--- src/rtl/rtsw_regs.vh ---
`ifndef RTSW_REGS_VH
`define RTSW_REGS_VH

// register word indices on the bus; byte address is four times the index
`define RTSW_OFS_CTRL      3'h0
`define RTSW_OFS_STAT      3'h1
`define RTSW_OFS_SRQ_VEC   3'h2
`define RTSW_OFS_SSF_VEC   3'h3

// control register field positions
`define RTSW_CTRL_ADDR_LSB 0
`define RTSW_CTRL_ADDR_MSB 4
`define RTSW_CTRL_EN_SRQ   8
`define RTSW_CTRL_EN_BUSY  9
`define RTSW_CTRL_EN_SSF   10
`define RTSW_CTRL_EN_DBC   11
`define RTSW_CTRL_EN_TF    12
`define RTSW_CTRL_EN_BC    13
`define RTSW_CTRL_DBC_ACC  14
`define RTSW_CTRL_SW_BUSY  15
`define RTSW_CTRL_RST      16'h0000

// status word bits (bit time k sits at bit 19-k of the 16-bit field)
`define RTSW_SW_ADDR_MSB   15
`define RTSW_SW_ADDR_LSB   11
`define RTSW_SW_MESSAGE_ERROR_FLAG 10
`define RTSW_SW_INSTR      9
`define RTSW_SW_SRQ        8
`define RTSW_SW_RSV_MSB    7
`define RTSW_SW_RSV_LSB    5
`define RTSW_SW_BC         4
`define RTSW_SW_BUSY       3
`define RTSW_SW_SSF        2
`define RTSW_SW_DBC        1
`define RTSW_SW_TF         0
`define RTSW_STAT_PAR      16

// command word decode values
`define RTSW_BCAST_ADDR    5'h1F
`define RTSW_SA_MODE0      5'h00
`define RTSW_SA_MODE1      5'h1F
`define RTSW_MC_DBC        5'h00
`define RTSW_MC_TX_STATUS  5'h02
`define RTSW_MC_TX_LAST    5'h12
`define RTSW_SYNC_CMD      1'b1

`endif

--- src/rtl/rtsw_status_word.v ---
// Function
// - word holds sync, five-bit address, status, parity
// - message error flag at bit time nine
// - bad or gapped data sets flag, no reply
// - error flag sent for illegal commands and after bad data words
// - status-keeping mode commands preserve the flag
// - instrumentation bit ten always zero
// - optional service request at bit eleven
// - OR service requests, keep identifying vector word
// - reserved bits twelve to fourteen stay zero
// - broadcast received flag at bit fifteen
// - broadcast reception suppresses reply, sets flag
// - broadcast flag clears on next non-keeping command
// - optional busy flag at bit sixteen
// - busy on transmit sends status alone
// - optional subsystem flag at bit seventeen
// - OR subsystem faults, keep identifying word
// - bus control acceptance at bit eighteen
// - optional terminal fault flag at bit nineteen
// - flags clear per command, persisting ones reset
// - odd parity in last position
`timescale 1ns/10ps
`include "rtsw_regs.vh"

module rtsw_status_word #(
  parameter NSUB = 4  // number of attached subsystems
) (
  input  wire            ref_clk,
  input  wire            rst,
  input  wire            hsel,
  input  wire [31:0]     haddr,
  input  wire [1:0]      htrans,
  input  wire            hwrite,
  input  wire [2:0]      hsize,
  input  wire [31:0]     hwdata,
  input  wire            hready,
  output wire            hreadyout,
  output reg  [31:0]     hrdata,
  output wire            hresp,
  input  wire            cmd_valid,
  input  wire [15:0]     cmd_word,
  input  wire            data_err,
  input  wire            illegal_cmd,
  input  wire            msg_done,
  input  wire [NSUB-1:0] srq_pin,
  input  wire [NSUB-1:0] ssf_pin,
  input  wire            busy_pin,
  input  wire            tf_pin,
  output wire            stat_sync_cmd,
  output reg             stat_tx_req,
  output reg  [15:0]     stat_word,
  output reg             stat_parity,
  output reg             stat_data_en,
  output reg  [15:0]     srq_vec_word,
  output reg  [15:0]     ssf_vec_word
);

  // response machine states, one-hot
  localparam ST_IDLE = 2'b01;  // waiting for a command
  localparam ST_RX   = 2'b10;  // receiving data words of a message

  // build the 16 bits that follow the sync
  function [15:0] fn_word;
    input [4:0] addr;
    input       message_error_flag;
    input       srq;
    input       bc;
    input       busy;
    input       ssf;
    input       dbc;
    input       tf;
    begin
      fn_word = 16'h0000;
      fn_word[`RTSW_SW_ADDR_MSB:`RTSW_SW_ADDR_LSB] = addr;
      fn_word[`RTSW_SW_MESSAGE_ERROR_FLAG] = message_error_flag;
      fn_word[`RTSW_SW_INSTR] = 1'b0;
      fn_word[`RTSW_SW_SRQ]   = srq;
      fn_word[`RTSW_SW_RSV_MSB:`RTSW_SW_RSV_LSB] = 3'h0;
      fn_word[`RTSW_SW_BC]    = bc;
      fn_word[`RTSW_SW_BUSY]  = busy;
      fn_word[`RTSW_SW_SSF]   = ssf;
      fn_word[`RTSW_SW_DBC]   = dbc;
      fn_word[`RTSW_SW_TF]    = tf;
    end
  endfunction

  // odd parity over the 16 bits
  function fn_par;
    input [15:0] w;
    begin
      fn_par = ~(^w);
    end
  endfunction

  // bus side state
  reg  [15:0]       ctrl_q;      // control register
  reg               ap_wr_q;     // write data phase pending
  reg  [2:0]        ap_idx_q;    // word index of pending access
  reg               ap_ok_q;     // pending access hits a mapped word
  // status flags, each a dedicated storage bit, and per-subsystem vectors
  reg               message_error_flag_q;  // sticky message error flag
  reg               srq_q;       // service request
  reg               bc_q;        // broadcast received
  reg               busy_q;      // busy
  reg               ssf_q;       // subsystem flag
  reg               dbc_q;       // bus control accepted
  reg               tf_q;        // terminal fault
  reg  [NSUB-1:0]   srq_vec_q;   // which subsystems asked for service
  reg  [NSUB-1:0]   ssf_vec_q;   // which subsystems report faults
  // response control
  reg  [1:0]        st_q;        // response state
  reg               msg_err_q;   // error seen in current received message
  reg               msg_bc_q;    // current received message is broadcast
  reg               resp_q;      // reply due on next edge
  reg               resp_data_q; // data words may follow the reply
  // synchronised pins
  wire [2*NSUB+1:0] pins_s;
  wire [NSUB-1:0]   srq_s;
  wire [NSUB-1:0]   ssf_s;
  wire              busy_s;
  wire              tf_s;
  // command decode
  wire [4:0]        c_addr;
  wire              c_tx;
  wire [4:0]        c_sa;
  wire [4:0]        c_mc;
  wire              c_mode;
  wire              c_bcast;
  wire              c_keep;
  wire              c_dbc;
  // conditions gated by their enables
  wire              srq_c;
  wire              busy_c;
  wire              ssf_c;
  wire              tf_c;
  wire [NSUB-1:0]   srq_m;
  wire [NSUB-1:0]   ssf_m;
  wire [15:0]       cur_word;
  wire              ap_take;
  wire              ap_ok;

  // pins come from outside the clock domain
  rtsw_sync3 #(
    .W (2*NSUB+2)
  ) u_sync (
    .ref_clk (ref_clk),
    .rst     (rst),
    .din     ({tf_pin, busy_pin, ssf_pin, srq_pin}),
    .dout    (pins_s)
  );

  assign srq_s  = pins_s[NSUB-1:0];
  assign ssf_s  = pins_s[2*NSUB-1:NSUB];
  assign busy_s = pins_s[2*NSUB];
  assign tf_s   = pins_s[2*NSUB+1];

  // command fields: address, transmit bit, subaddress, mode code
  assign c_addr  = cmd_word[15:11];
  assign c_tx    = cmd_word[10];
  assign c_sa    = cmd_word[9:5];
  assign c_mc    = cmd_word[4:0];
  assign c_mode  = (c_sa == `RTSW_SA_MODE0) | (c_sa == `RTSW_SA_MODE1);
  assign c_bcast = ctrl_q[`RTSW_CTRL_EN_BC] & (c_addr == `RTSW_BCAST_ADDR);
  // transmit status and transmit last command keep the word
  assign c_keep  = c_mode & c_tx &
                   ((c_mc == `RTSW_MC_TX_STATUS) | (c_mc == `RTSW_MC_TX_LAST));
  assign c_dbc   = c_mode & c_tx & (c_mc == `RTSW_MC_DBC);

  // several subsystems are ORed into one flag each
  assign srq_m  = srq_s & {NSUB{ctrl_q[`RTSW_CTRL_EN_SRQ]}};
  assign ssf_m  = ssf_s & {NSUB{ctrl_q[`RTSW_CTRL_EN_SSF]}};
  assign srq_c  = |srq_m;
  assign ssf_c  = |ssf_m;
  assign busy_c = ctrl_q[`RTSW_CTRL_EN_BUSY] & (busy_s | ctrl_q[`RTSW_CTRL_SW_BUSY]);
  assign tf_c   = ctrl_q[`RTSW_CTRL_EN_TF] & tf_s;

  // sync kind is always the command/status sync
  assign stat_sync_cmd = `RTSW_SYNC_CMD;

  // live status word for software readback
  assign cur_word = fn_word(ctrl_q[`RTSW_CTRL_ADDR_MSB:`RTSW_CTRL_ADDR_LSB],
                            message_error_flag_q, srq_q, bc_q, busy_q, ssf_q, dbc_q, tf_q);

  // status flag storage: cleared by each non-keeping command, refilled by conditions
  always @(posedge ref_clk or posedge rst) begin
    if (rst) begin
      message_error_flag_q <= 1'b0;
      srq_q     <= 1'b0;
      bc_q      <= 1'b0;
      busy_q    <= 1'b0;
      ssf_q     <= 1'b0;
      dbc_q     <= 1'b0;
      tf_q      <= 1'b0;
      srq_vec_q <= {NSUB{1'b0}};
      ssf_vec_q <= {NSUB{1'b0}};
    end else if (cmd_valid & ~c_keep) begin
      // fresh command: clear then set what still holds
      message_error_flag_q <= illegal_cmd | data_err;
      srq_q     <= srq_c;
      bc_q      <= c_bcast & c_tx;
      busy_q    <= busy_c;
      ssf_q     <= ssf_c;
      dbc_q     <= c_dbc & ctrl_q[`RTSW_CTRL_EN_DBC] & ctrl_q[`RTSW_CTRL_DBC_ACC];
      tf_q      <= tf_c;
      srq_vec_q <= srq_m;
      ssf_vec_q <= ssf_m;
    end else begin
      // keeping commands and idle time only add, never clear
      message_error_flag_q <= message_error_flag_q | data_err;
      srq_q     <= srq_q | srq_c;
      busy_q    <= busy_q | busy_c;
      ssf_q     <= ssf_q | ssf_c;
      tf_q      <= tf_q | tf_c;
      srq_vec_q <= srq_vec_q | srq_m;
      ssf_vec_q <= ssf_vec_q | ssf_m;
      // broadcast data accepted without error
      if ((st_q == ST_RX) & msg_done & msg_bc_q & ~msg_err_q & ~data_err) begin
        bc_q <= 1'b1;
      end
    end
  end

  // response decision machine
  always @(posedge ref_clk or posedge rst) begin
    if (rst) begin
      st_q        <= ST_IDLE;
      msg_err_q   <= 1'b0;
      msg_bc_q    <= 1'b0;
      resp_q      <= 1'b0;
      resp_data_q <= 1'b0;
    end else begin
      resp_q <= 1'b0;
      if (cmd_valid) begin
        msg_err_q <= 1'b0;
        msg_bc_q  <= c_bcast;
        if (illegal_cmd) begin
          // illegal command: status with error flag, nothing else
          st_q        <= ST_IDLE;
          resp_q      <= ~c_bcast;
          resp_data_q <= 1'b0;
        end else if (c_tx) begin
          // transmit: reply now, alone when busy or no data word
          st_q        <= ST_IDLE;
          resp_q      <= ~c_bcast;
          // data follow only when the busy bit actually sent is clear
          resp_data_q <= ~(busy_c | (c_keep & busy_q)) & (~c_mode | c_mc[4]);
        end else begin
          // receive: wait for the end of the data words
          st_q        <= ST_RX;
          resp_data_q <= 1'b0;
        end
      end else begin
        case (st_q)
          ST_IDLE: begin
            st_q <= ST_IDLE;
          end
          ST_RX: begin
            if (data_err) begin
              msg_err_q <= 1'b1;
            end
            if (msg_done) begin
              // bad data or gaps withhold the reply
              st_q   <= ST_IDLE;
              resp_q <= ~msg_bc_q & ~msg_err_q & ~data_err;
            end
          end
          default: begin
            st_q <= ST_IDLE;
          end
        endcase
      end
    end
  end

  // reply stage: word is taken from the flags after they settle
  always @(posedge ref_clk or posedge rst) begin
    if (rst) begin
      stat_tx_req  <= 1'b0;
      stat_word    <= 16'h0000;
      stat_parity  <= 1'b1;
      stat_data_en <= 1'b0;
      srq_vec_word <= 16'h0000;
      ssf_vec_word <= 16'h0000;
    end else begin
      stat_tx_req <= resp_q;
      if (resp_q) begin
        stat_word    <= cur_word;
        stat_parity  <= fn_par(cur_word);
        stat_data_en <= resp_data_q;
      end
      srq_vec_word <= {{(16-NSUB){1'b0}}, srq_vec_q};
      ssf_vec_word <= {{(16-NSUB){1'b0}}, ssf_vec_q};
    end
  end

  // bus slave: zero wait state, always OKAY
  assign hreadyout = 1'b1;
  assign hresp     = 1'b0;
  assign ap_take   = hsel & htrans[1] & hready;
  assign ap_ok     = (haddr[31:5] == 27'h0000000) & (haddr[4:2] <= `RTSW_OFS_SSF_VEC);

  // address phase capture and read data
  always @(posedge ref_clk or posedge rst) begin
    if (rst) begin
      ap_wr_q  <= 1'b0;
      ap_idx_q <= 3'h0;
      ap_ok_q  <= 1'b0;
      hrdata   <= 32'h00000000;
    end else begin
      ap_wr_q <= ap_take & hwrite;
      if (ap_take) begin
        ap_idx_q <= haddr[4:2];
        ap_ok_q  <= ap_ok;
      end
      hrdata <= 32'h00000000;
      if (ap_take & ~hwrite & ap_ok) begin
        case (haddr[4:2])
          `RTSW_OFS_CTRL:    hrdata <= {16'h0000, ctrl_q};
          `RTSW_OFS_STAT:    hrdata <= {15'h0000, fn_par(cur_word), cur_word};
          `RTSW_OFS_SRQ_VEC: hrdata <= {{(32-NSUB){1'b0}}, srq_vec_q};
          `RTSW_OFS_SSF_VEC: hrdata <= {{(32-NSUB){1'b0}}, ssf_vec_q};
          default:           hrdata <= 32'h00000000;
        endcase
      end
    end
  end

  // control register write in the data phase
  always @(posedge ref_clk or posedge rst) begin
    if (rst) begin
      ctrl_q <= `RTSW_CTRL_RST;
    end else if (ap_wr_q & ap_ok_q & (ap_idx_q == `RTSW_OFS_CTRL)) begin
      ctrl_q <= hwdata[15:0];
    end
  end

  // hsize is fixed at word; other widths are treated as a word
  wire unused_ok = &{1'b0, hsize, htrans[0]};

endmodule // rtsw_status_word

--- src/rtl/rtsw_sync3.v ---
`timescale 1ns/10ps
// three-stage synchroniser; output follows once stages two and three agree
module rtsw_sync3 #(
  parameter W = 1
) (
  input  wire         ref_clk,
  input  wire         rst,
  input  wire [W-1:0] din,
  output reg  [W-1:0] dout
);
  reg [W-1:0] s1_q;  // first stage, read only by s2
  reg [W-1:0] s2_q;  // second stage
  reg [W-1:0] s3_q;  // third stage
  integer     i;

  // shift chain and per-bit agreement filter
  always @(posedge ref_clk or posedge rst) begin
    if (rst) begin
      s1_q <= {W{1'b0}};
      s2_q <= {W{1'b0}};
      s3_q <= {W{1'b0}};
      dout <= {W{1'b0}};
    end else begin
      s1_q <= din;
      s2_q <= s1_q;
      s3_q <= s2_q;
      for (i = 0; i < W; i = i + 1) begin
        if (s2_q[i] == s3_q[i]) begin
          dout[i] <= s3_q[i];
        end
      end
    end
  end
endmodule // rtsw_sync3

--- config.mk ---
export PLATFORM = sky130hd
export DESIGN_NAME = rtsw_status_word
export DESIGN_NICKNAME = d
export VERILOG_FILES = /design/src/rtl/rtsw_status_word.v /design/src/rtl/rtsw_sync3.v
export VERILOG_INCLUDE_DIRS = /design/src /design/src/rtl
export SDC_FILE = /design/constraint.sdc
export NUM_CORES = 1
export LEC_CHECK = 0
export BUFFER_PORTS_ARGS = -buffer_cell sky130_fd_sc_hd__buf_2
export CAP_MARGIN = 40
export CORE_MARGIN = 2
export CORE_UTILIZATION = 45
export DETAILED_ROUTE_END_ITERATION = 6
export GPL_TIMING_DRIVEN = 0
export PLACE_DENSITY_LB_ADDON = 0.25
export SETUP_SLACK_MARGIN = 0.4
export SKIP_CTS_REPAIR_TIMING = 1
export SLEW_MARGIN = 0
export SYNTH_ARGS = -nofsm -noshare
export SYNTH_HDL_FRONTEND = slang
export SYNTH_SLANG_ARGS = --single-unit
--- constraint.sdc ---
create_clock -name ref_clk -period 11.09 [get_ports ref_clk]
set_clock_uncertainty 0.05 [all_clocks]
set_input_delay 2.218 -clock ref_clk [delete_from_list [all_inputs] [get_ports ref_clk]]
set_output_delay 2.218 -clock ref_clk [all_outputs]
set_load 0.05 [all_outputs]
Word level (Yosys, flattened, before mapping) --
Index checks and enable logic that the tools add are counted.
Word-level totals: flip-flop bits (word level) 137, input bits 104, word-level logic and storage cells 146
Cells by class: mux-type cells 26, $lt $le $gt $ge 1, reductions and logical operators 12, eq/ne operators 19, bitwise logic cells 50
Operators by type and width (number):
- $pmux 17 s4 | 1
- $logic_not 27->1 | 1
- $and 1x1->1 | 26
- $mux 1 | 17
- $mux 17 | 1
- $reduce_xor 16->1 | 1
- $eq 5x5->1 const B | 3
- $or 1x1->1 | 11
- $eq 1x1->1 | 10
- $logic_not 5->1 | 2
- $mux 2 | 5
- $not 1->1 | 9
- $and 4x4->4 | 2
- $mux 4 | 2
- $or 4x4->4 | 2
- $reduce_or 4->1 | 2
- $eq 3x2->1 const B | 2
- $logic_not 3->1 | 2
- $reduce_bool 2->1 | 3
- $eq 5x2->1 const B | 1
- $eq 3x1->1 const B | 1
- $le 3x2->1 const B | 1
- $ne 3x3->1 const B | 1
- $eq 2x2->1 const B | 1
- $reduce_and 2->1 | 1

Depth between registers and ports, before layout --
Gate-level depths: netlist (run 1).
word-level depth 10, depth in mapped cells 5, mapped depth without buffers 4

Cells and area by module --
From an unflattened synthesis (run 1), not the netlist that was laid out.
Second synthesis, totals: cells, all modules 334, area total of the unflattened synthesis 4879.7 um^2
By module, submodules not included:
- rtsw_status_word | times used 1, cells an instance 283, area an instance 3762.4 um^2
- rtsw_sync3 | times used 1, cells an instance 51, area an instance 1117.3 um^2

Least setup slack after synthesis (run 1) --
Ideal clock, no wire load.
path type input port to flip-flop, start point in cmd_word[8], end point reg dbc_q, slack 7.726 ns, path buffers 0, arrival 3.187 ns, stages 4, data required time 10.912 ns, library setup time 0.128 ns, cell sequence and4_1 -> mux2i_1 -> o21a_1 -> mux2_1
On the way: cells in the longest elaborated chain, start to end 6, elaborated cells between the ends (all ways) 10
Ends and longest elaborated chain:
- start, declared | RTL line rtsw_status_word.v:41 | input wire [15:0] cmd_word,
- $eq 5x5->1 (no line) / $logic_not 5->1 (equally long branches)
- $or 1x1->1 (*) | RTL line rtsw_status_word.v:162 | assign c_mode = (c_sa == `RTSW_SA_MODE0) | (c_sa == `RTSW_SA_MODE1);
- $and 1x1->1 (*) | RTL line rtsw_status_word.v:165, rtsw_status_word.v:167
- $and 1x1->1, on equally long branches | RTL line rtsw_status_word.v:167, rtsw_status_word.v:165
- $and 1x1->1 / $not 1->1 (equally long branches) | RTL line rtsw_status_word.v:203, rtsw_status_word.v:196
- $and 1x1->1, on equally long branches | RTL line rtsw_status_word.v:203, rtsw_status_word.v:196
- end signal, assigned | RTL line rtsw_status_word.v:203 | dbc_q <= c_dbc & ctrl_q[`RTSW_CTRL_EN_DBC] & ctrl_q[`RTSW_CTRL_DBC_ACC];
- end, declared | RTL line rtsw_status_word.v:106 | reg dbc_q;
Mark *: on every way between the ends. The rest lies on a longest branch, timed or not. A chain may end at the register's enable or synchronous reset.

Worst setup path after layout (run 1) --
start point reg stat_parity, end point out stat_parity
RTL lines:
- start, declared | RTL line rtsw_status_word.v:52 | output reg stat_parity,
- start signal, assigned | RTL line rtsw_status_word.v:288 | stat_parity <= fn_par(cur_word);
No word-level cell between the ends.

==> flow_metrics.tcl, run 1 <==
set metrics [dict create \
    hpwl_um 7340 \
    cp-end-kind "primary output" \
    final_common_cell "buf_2" \
    grtUsageTotal_pct 18.6 \
    async_flop_share_pct 100 \
    p_per_area_nw_per_um2 178 \
    worst_r2r_path_depth 3 \
    die_area_um2 11600 \
    post-route-drc-count 0 \
    p_leak_nw 3.35 \
    ios 190 \
    grt_pass1_vias 3122 \
    grt-ovfl-total 0 \
    postRouteWirelength_um 10200 \
    hold_ws_ns 0.298 \
    routedWlPerCell_um 15.3 \
    dieWidth_um 108 \
    worstHoldEndpoint "u_sync.s2_q[7]" \
    final_cell_mix "buf_2, dfrtp_1, buf_4" \
    finalSetupViolCount 0 \
    hold_path.class "reg2reg" \
    drt_pre_antenna_iters 4 \
    synth-edff-count 0 \
    crit_type "reg2out" \
    period_needed_ns 3.58 \
    numClockSinks 122 \
    synth.avg_cell_area_um2 14.6 \
    grt_max_degree 89 \
    num_antenna_cells 0 \
    ctsRootBufferMaster "clkbuf_8" \
    worstPathRequired_ns 8.82 \
    ys.flop_type "dfrtp_1" \
    fin_ws_ns 7.51 \
    vias_per_cell 4.72 \
    synth-seq-cells 122 \
    syn_area_um2 4850 \
    cts_buffers 17 \
    cts-htree-levels 4 \
    hold_viol_final 0 \
    fin_tns_setup_ns 0 \
    grt_pass1_wl_um 15700 \
    gp_congestion 0.826 \
    rr_startpoint "ap_idx_q[0]" \
    cts_tree "yes" \
    io_buffers 119 \
    rows 37 \
    yosysWarnings 0 \
    drtIter0Drc 150 \
    max_stage_delay_ns 0.53 \
    critical_path.top_delay_family "flip-flops" \
    worstPathMaxFanout 2 \
    cts_buffer_depth 2 \
    syn2layout_area_growth_pct 32.8 \
    start_util_pct 46.6 \
    relSlewSlack_pct 56.5 \
    r2r-end "ctrl_q[1]" \
    clkTransAtPathRegs_ns 0.06 \
    nets 620 \
    yosys.cell_types.count 47 \
    vias 3141 \
    synth_seq_area_share_pct 63.0 \
    final_antenna_net_count 0 \
    rsz0062_at_grt "no" \
    fmax_mhz 279 \
    post-place-ws_ns 7.36 \
    synthCells 333 \
    worstMarginPinSlew_ns 0.647 \
    r2r_slack_ns 9.21 \
    hold_path_depth 0 \
    slew_violations 0 \
    hold_start "u_sync.s1_q[7]" \
    path_buf_inv 1 \
    arrival_ns 1.31 \
    critical_path.startpoint_type "flop" \
    chipHeight_um 108 \
    critPathSlowestCell "dfstp_2" \
    clkLatencyLatePin_ns 0.52 \
    drv_cap 0 \
    fp.coreArea_um2 10400 \
    path_cells "buf_2" \
    antenna_found_initial 0 \
    post-route-period-util_pct 32.3 \
    drive_gt1_share_pct 44.4 \
    ir_worst_vdd_uv 96.9 \
    status "completed" \
]
[cell usage after synthesis (4+ instances only)]
cell	instances	area, um2
dfrtp_1	120	3000
a22oi_1	8	60.1
and2_1	5	31.3
mux2_2	17	191
xnor2_1	7	61.3
a22o_1	12	105
nand2_1	5	18.8
mux2_1	17	191
inv_1	4	15.0
maj3_1	10	100
buf_4	47	353
and3_1	6	37.5
nor2_1	8	30.0
nor4_1	12	75.1
mux4_2	4	90.1
[kinds of logic (layout without fill, tap and decap cells)]
| logic type | Yosys count | in the layout | synth area share (%) |
|---|---|---|---|
| and+or+nand+nor | 59 | 59 | 9.03 |
| other | 2 | 46 | 0.155 |
| muxes | 41 | 41 | 10.5 |
| xor gates and xnor gates | 10 | 10 | 2.24 |
| buffers and inverters | 57 | 209 | 8.13 |
| DFF | 122 | 122 | 63.0 |
| adders and majority gates | 10 | 10 | 2.06 |
| AOI/OAI and AO/OA | 32 | 32 | 4.90 |
[report_power, final]
group / switching, mW / internal, mW
Clock: 0.189 / 0.384
Sequential: 0.00906 / 0.460
Combinational: 0.0671 / 0.0346
[worst max-delay path by stage]
stage / start / end / slack [ns] / cells after the start
after floorplan: rst / ap_idx_q[0] / 5.58 / 1
after global placement: rst / ctrl_q[11] / 4.46 / 2
after detailed placement: haddr[19] / hrdata[16] / 7.36 / 5
after CTS: stat_parity / stat_parity / 7.48 / 1
after global routing: stat_parity / stat_parity / 7.46 / 1
final: stat_parity / stat_parity / 7.51 / 1
[sequential cells by signal (all words and copies together) (netlist names), 2 cells and up]
name,cells
hrdata,17
u_sync.s3_q,10
srq_vec_word,4
stat_word,12
ap_idx_q,3
ssf_vec_word,4
ctrl_q,16
u_sync.dout,10
srq_vec_q,4
u_sync.s2_q,10
ssf_vec_q,4
u_sync.s1_q,10
st_q,2
[metrics by stage]
step	instances	util, %	total power [mW]	cell area (um2)
2_1_floorplan	377	-	0.551	5010
6_report	665	61.8	1.14	6440
4_1_cts	665	61.8	1.16	6440
5_1_grt	665	61.8	1.19	6440
3_3_place_gp	632	55.5	0.575	5780
3_5_place_dp	633	55.8	0.579	5810
[routing by layer]
metal / vias up / global-route usage [%] / share of wire, %
met3: 12 / 7.51 / 8.1
met5: - / 0 / 0
met1: 1511 / 21.4 / 39
met2: 140 / 30.8 / 51
met4: 0 / 7.60 / 1.5
li1: 1478 / - / -
[final cells by class]
type,instances,area (um2)
Buffer,53,379
Sequential cell,122,3060
Fill cell,821,3980
Tap cell,136,170
Clock inverter,9,161
Multi-Input combinational cell,198,1570
Clock buffer,23,467
Inverter,4,20.0
Timing Repair Buffer,120,623
(Power assumes the default switching activity.)
==> inputs of run 2 (changes only) <==
--- a/config.mk
+++ b/config.mk
@@ -9,7 +9,7 @@
 export BUFFER_PORTS_ARGS = -buffer_cell sky130_fd_sc_hd__buf_2
 export CAP_MARGIN = 40
 export CORE_MARGIN = 2
-export CORE_UTILIZATION = 45
+export CORE_UTILIZATION = 44
 export DETAILED_ROUTE_END_ITERATION = 6
 export GPL_TIMING_DRIVEN = 0
 export PLACE_DENSITY_LB_ADDON = 0.25
==> constraint.sdc (replaced) <==
create_clock -name ref_clk -period 3 [get_ports ref_clk]
set_clock_uncertainty 0.05 [all_clocks]
set_input_delay 0.6 -clock ref_clk [delete_from_list [all_inputs] [get_ports ref_clk]]
set_output_delay 0.6 -clock ref_clk [all_outputs]
set_load 0.05 [all_outputs]
==> run 2 against run 1 <==
  * Setup slack worse by 6.5 ns
  * Clock power rose to 3.5 times the previous value
  * Sequential cell count unchanged
  * Via count barely moved
  * Power rose to 3.6 times the previous value
  * Sequential power rose to 3.7 times the previous value
  * Register-to-register slack lost 8.1 ns
  * Non-clock buffer count is 2 higher
  * Sequential share of layout area barely moved
  * Design area about the same
  * Hold slack worse by 0.20 ns
  * Largest power group unchanged
  * First-iteration DRC count down 27%
==> flow_metrics.tcl, run 2 (synthesized netlist as in run 1, its figures left out) <==
set metrics [dict create \
    top_usage_layer "met2" \
    status "completed" \
    final_common_cell "buf_2" \
    chipHeight_um 109 \
    fin_ws_ns 1.03 \
    grt_pass1_vias 3194 \
    internal-power_mw 3.14 \
    p_leak_nw 3.35 \
    fin_util_pct 59.7 \
    clkLatencyLatePin_ns 0.50 \
    dieWidth_um 109 \
    die_area_um2 11900 \
    seqPwrFrac_pct 42.2 \
    grt_max_degree 42 \
    worstPathRequired_ns 2.35 \
    fmax_mhz 508 \
    rsz0062_at_grt "no" \
    hold_ws_ns 0.0945 \
    cts-htree-levels 4 \
    critical_path.startpoint_type "flop" \
    critical_path.top_delay_family "flip-flops" \
    grt-ovfl-total 0 \
    post-route-drc-count 0 \
    fp.coreArea_um2 10800 \
    path_buf_inv 1 \
    slew_violations 0 \
    path_cells "buf_2" \
    critPathSlowestCell "dfstp_2" \
    worstPathMaxFanout 2 \
    max_stage_delay_ns 0.54 \
    io_buffers 119 \
    hold_path.class "in2async" \
    ctsRootBufferMaster "clkbuf_8" \
    use_met2_pct 30.6 \
    rr_startpoint "ap_idx_q[0]" \
    cts_buffer_depth 2 \
    syn2layout_area_growth_pct 32.8 \
    worstMarginPinSlew_ns 0.634 \
    finalSetupViolCount 0 \
    crit_type "reg2out" \
    relSlewSlack_pct 57.4 \
    cp-end-kind "primary output" \
    vias 3142 \
    arrival_ns 1.32 \
    drtIter0Drc 110 \
    fin_total_pwr_mw 4.12 \
    antenna_found_initial 0 \
    post-place-ws_ns 0.834 \
    grt_pass1_wl_um 15700 \
    r2r_slack_ns 1.15 \
    clkTransAtPathRegs_ns 0.06 \
    final_cell_mix "buf_2, dfrtp_1, buf_4" \
    p_comb_share_pct 9.3 \
    n_fill_cell 863 \
    grtUsageTotal_pct 18.0 \
    drive_gt1_share_pct 44.8 \
    grtUsageMet3_pct 6.93 \
    final_antenna_net_count 0 \
    swShare_pct 23.7 \
    fin_tns_setup_ns 0 \
    ir_worst_vdd_uv 325 \
    nets 622 \
    hpwl_um 7590 \
    vias_per_cell 4.68 \
    use_met1_pct 21.0 \
    hold_viol_final 0 \
    rows 38 \
    post-route-period-util_pct 65.6 \
    num_antenna_cells 0 \
    cts_tree "yes" \
    gp_congestion 0.850 \
    switchingPower_mw 0.976 \
    worst_r2r_path_depth 3 \
    postRouteWirelength_um 9960 \
    top_register "hrdata" \
    routedWlPerCell_um 14.8 \
    p_clk_share_pct 48.5 \
    ios 190 \
    r2r-end "ctrl_q[8]" \
    p_per_area_nw_per_um2 639 \
    cts_buffers 17 \
    drv_cap 0 \
    largest_reg_flops 17 \
    top_regs "hrdata x17, ctrl_q x16, stat_word x12" \
    period_needed_ns 1.97 \
    numClockSinks 122 \
    start_util_pct 44.9 \
    drt_pre_antenna_iters 4 \
]
run 2: changes by cell type in the layout (fill, tap and decap cells not counted), sizes merged:
cell | before | now
buf | 170 | 172
bufinv | 4 | 3
inv | 5 | 4
clkinv | 2 | 6
clkbuf | 26 | 24
run 2: metal layers:
layer  vias to the layer above  wire length [um]
li1                       1478                 -
met1                      1533              3990
met2                       125              5060
met3                         6               805
met4                         0                94
met5                         -                 0
run 2: worst max path at each step:
stage,to,cells past startpoint,from
after floorplan,ap_idx_q[0],1,rst
after global placement,stat_word[4],2,rst
after detailed placement,hrdata[9],5,haddr[27]
after CTS,stat_parity,1,stat_parity
after global routing,stat_parity,1,stat_parity
final,stat_parity,1,stat_parity
run 2: final cells by class:
cell class	count	area [um2]	share of cell area, %
clock inverters	11	144	2.23
plain buffers	53	379	5.88
clock buffers	21	449	6.97
multi-input cells	198	1570	24.3
flip-flops and latches	122	3060	47.4
well taps	140	175	2.72
repair buffers	122	656	10.2
inverters	4	18.8	0.291
run 2: power groups by stage:
stage | clock network [mW] | registers (mW) | logic [mW]
after global routing | 2.13 | 1.74 | 0.412
after floorplan | 0 | 1.78 | 0.261
after global placement | 0 | 1.76 | 0.366
after CTS | 2.04 | 1.74 | 0.384
final | 2.00 | 1.74 | 0.383
after detailed placement | 0 | 1.76 | 0.383
run 2: per-stage QoR:
step / cells / cell area, um2
floorplan: 377 / 5020
global placement: 636 / 5790
detailed placement: 639 / 5850
CTS: 671 / 6440
global route: 671 / 6440
finish: 671 / 6440
==> inputs of run 3 (changes only) <==
--- a/config.mk
+++ b/config.mk
@@ -9,7 +9,7 @@
 export BUFFER_PORTS_ARGS = -buffer_cell sky130_fd_sc_hd__buf_2
 export CAP_MARGIN = 40
 export CORE_MARGIN = 2
-export CORE_UTILIZATION = 44
+export CORE_UTILIZATION = 45
 export DETAILED_ROUTE_END_ITERATION = 6
 export GPL_TIMING_DRIVEN = 0
 export PLACE_DENSITY_LB_ADDON = 0.25
==> constraint.sdc (replaced) <==
create_clock -name ref_clk -period 2 [get_ports ref_clk]
set_clock_uncertainty 0.05 [all_clocks]
set_input_delay 0.4 -clock ref_clk [delete_from_list [all_inputs] [get_ports ref_clk]]
set_output_delay 0.4 -clock ref_clk [all_outputs]
set_load 0.05 [all_outputs]
==> run 3 against run 2 <==
  * Die area decreased by 2.1%
  * Core utilization is 5.0 points higher
  * Via count up 2.2%
  * Wire length rose by 3.9%
  * Register-to-register slack worse by 0.75 ns
  * Clock power is 61% higher
  * Final cell count up 2.2%
  * Combinational power is 57% higher
  * Sequential share of layout area decreased by 2.0 points
  * Critical endpoint unchanged
==> flow_metrics.tcl, run 3 (synthesized netlist as in run 1, its figures left out) <==
set metrics [dict create \
    nets 641 \
    grtUsageTotal_pct 18.2 \
    chipHeight_um 108 \
    num_antenna_cells 0 \
    hold_viol_final 0 \
    grt_pass1_wl_um 15700 \
    rows 37 \
    status "completed" \
    design_area_um2 6740 \
    place_area_um2 5840 \
    hold_path.class "in2reg" \
    worstMarginPinSlew_ns 0.656 \
    critical_path.top_delay_family "flip-flops" \
    n_fill_cell 769 \
    hold_start "hwdata[11]" \
    die_area_um2 11600 \
    start_util_pct 46.6 \
    rr_startpoint "ctrl_q[2]" \
    numClockSinks 122 \
    drtIter0Drc 188 \
    top_register "hrdata" \
    largest_reg_flops 17 \
    clkLatencyLatePin_ns 0.50 \
    hold_ws_ns 0.0730 \
    grt-ovfl-total 0 \
    cts_buffers 17 \
    fin_ws_ns 0.338 \
    cts_buffer_depth 2 \
    syn2layout_area_growth_pct 38.9 \
    hold_path_depth 2 \
    ios 190 \
    final_antenna_net_count 0 \
    fin_total_pwr_mw 6.43 \
    drt_pre_antenna_iters 4 \
    worstPathRequired_ns 1.55 \
    grt_pass1_vias 3124 \
    post-place-ws_ns 0.0661 \
    io_buffers 119 \
    worstPathMaxFanout 2 \
    top_regs "hrdata x17, ctrl_q x16, stat_word x12" \
    cp-end-kind "primary output" \
    drv_cap 0 \
    worst_r2r_path_depth 4 \
    period_needed_ns 1.66 \
    routedWlPerCell_um 15.1 \
    gp_congestion 0.892 \
    fmax_mhz 602 \
    crit_type "reg2out" \
    ir_worst_vdd_uv 655 \
    ctsRootBufferMaster "clkbuf_8" \
    clkTransAtPathRegs_ns 0.06 \
    path_buf_inv 1 \
    post-route-period-util_pct 83.1 \
    antenna_found_initial 0 \
    fp.coreArea_um2 10400 \
    r2r_slack_ns 0.40 \
    post-route-drc-count 0 \
    final_cell_mix "dfrtp_1, buf_2, buf_4" \
    r2r-end "stat_parity" \
    postRouteWirelength_um 10300 \
    cts_tree "yes" \
    p_per_area_nw_per_um2 955 \
    critical_path.startpoint_type "flop" \
    arrival_ns 1.21 \
    critPathSlowestCell "dfstp_2" \
    vias_per_cell 4.68 \
    finalSetupViolCount 0 \
    dieWidth_um 108 \
    worstHoldEndpoint "ctrl_q[11]" \
    path_cells "buf_8" \
    cts-htree-levels 4 \
    grt_max_degree 41 \
    fin_tns_setup_ns 0 \
    final_common_cell "dfrtp_1" \
    max_stage_delay_ns 0.56 \
    p_leak_nw 3.46 \
    drive_gt1_share_pct 46.7 \
    slew_violations 0 \
    relSlewSlack_pct 56.2 \
    hpwl_um 7590 \
    vias 3211 \
    rsz0062_at_grt "yes" \
]
-- run 3: changes by cell type in the layout (fill, tap and decap cells not counted), sizes merged --
cell,delta
buf,-3
bufinv,+1
clkbuf,+10
clkinv,-2
dlygate4sd3,+11
inv,+2
-- run 3: area by class of cell --
class / count / area (um2) / share of cell area (%)
timing repair buffer: 141 / 868 / 12.9
tap: 136 / 170 / 2.53
multi-input combinational: 198 / 1600 / 23.7
clock inverter: 12 / 185 / 2.75
clock buffer: 20 / 455 / 6.76
sequential: 122 / 3060 / 45.4
buffer: 53 / 384 / 5.70
inverter: 4 / 18.8 / 0.279
-- run 3: worst max path at each step --
stage | slack [ns] | from | end | cells after the start
2_1_floorplan | 0.05 | rst | ap_idx_q[0] | 1
3_3_place_gp | -0.62 | rst | resp_data_q | 2
3_5_place_dp | 0.07 | haddr[27] | hrdata[1] | 5
4_1_cts | 0.09 | ap_idx_q[0] | ctrl_q[1] | 3
5_1_grt | 0.31 | stat_parity | stat_parity | 1
6_report | 0.34 | stat_parity | stat_parity | 1
-- run 3: power by group --
part	switching (mW)	internal [mW]
Clock	1.09	2.14
Sequential	0.0528	2.55
Combinational	0.379	0.224
Total	1.52	4.91
-- run 3: metal layers --
metal,vias up,part of all wire [%],track usage [%]
met5,-,0,0
met4,0,1.2,8.97
met3,9,7.9,5.39
met2,142,52,30.7
met1,1544,39,21.1
li1,1516,-,-
-- run 3: metrics by stage --
step                std cells  utilization [%]
floorplan                 377                -
global placement          632             55.5
detailed placement        635             56.1
CTS                       667             62.3
global route              686             64.7
finish                    686             64.7
-- run 3: worst reg2reg max path: stages (launching register included) --
cell     delay (ns)
dfrtp_2        0.46
xnor2_2        0.18
xnor2_1        0.13
xnor3_1        0.44
mux2_4         0.28
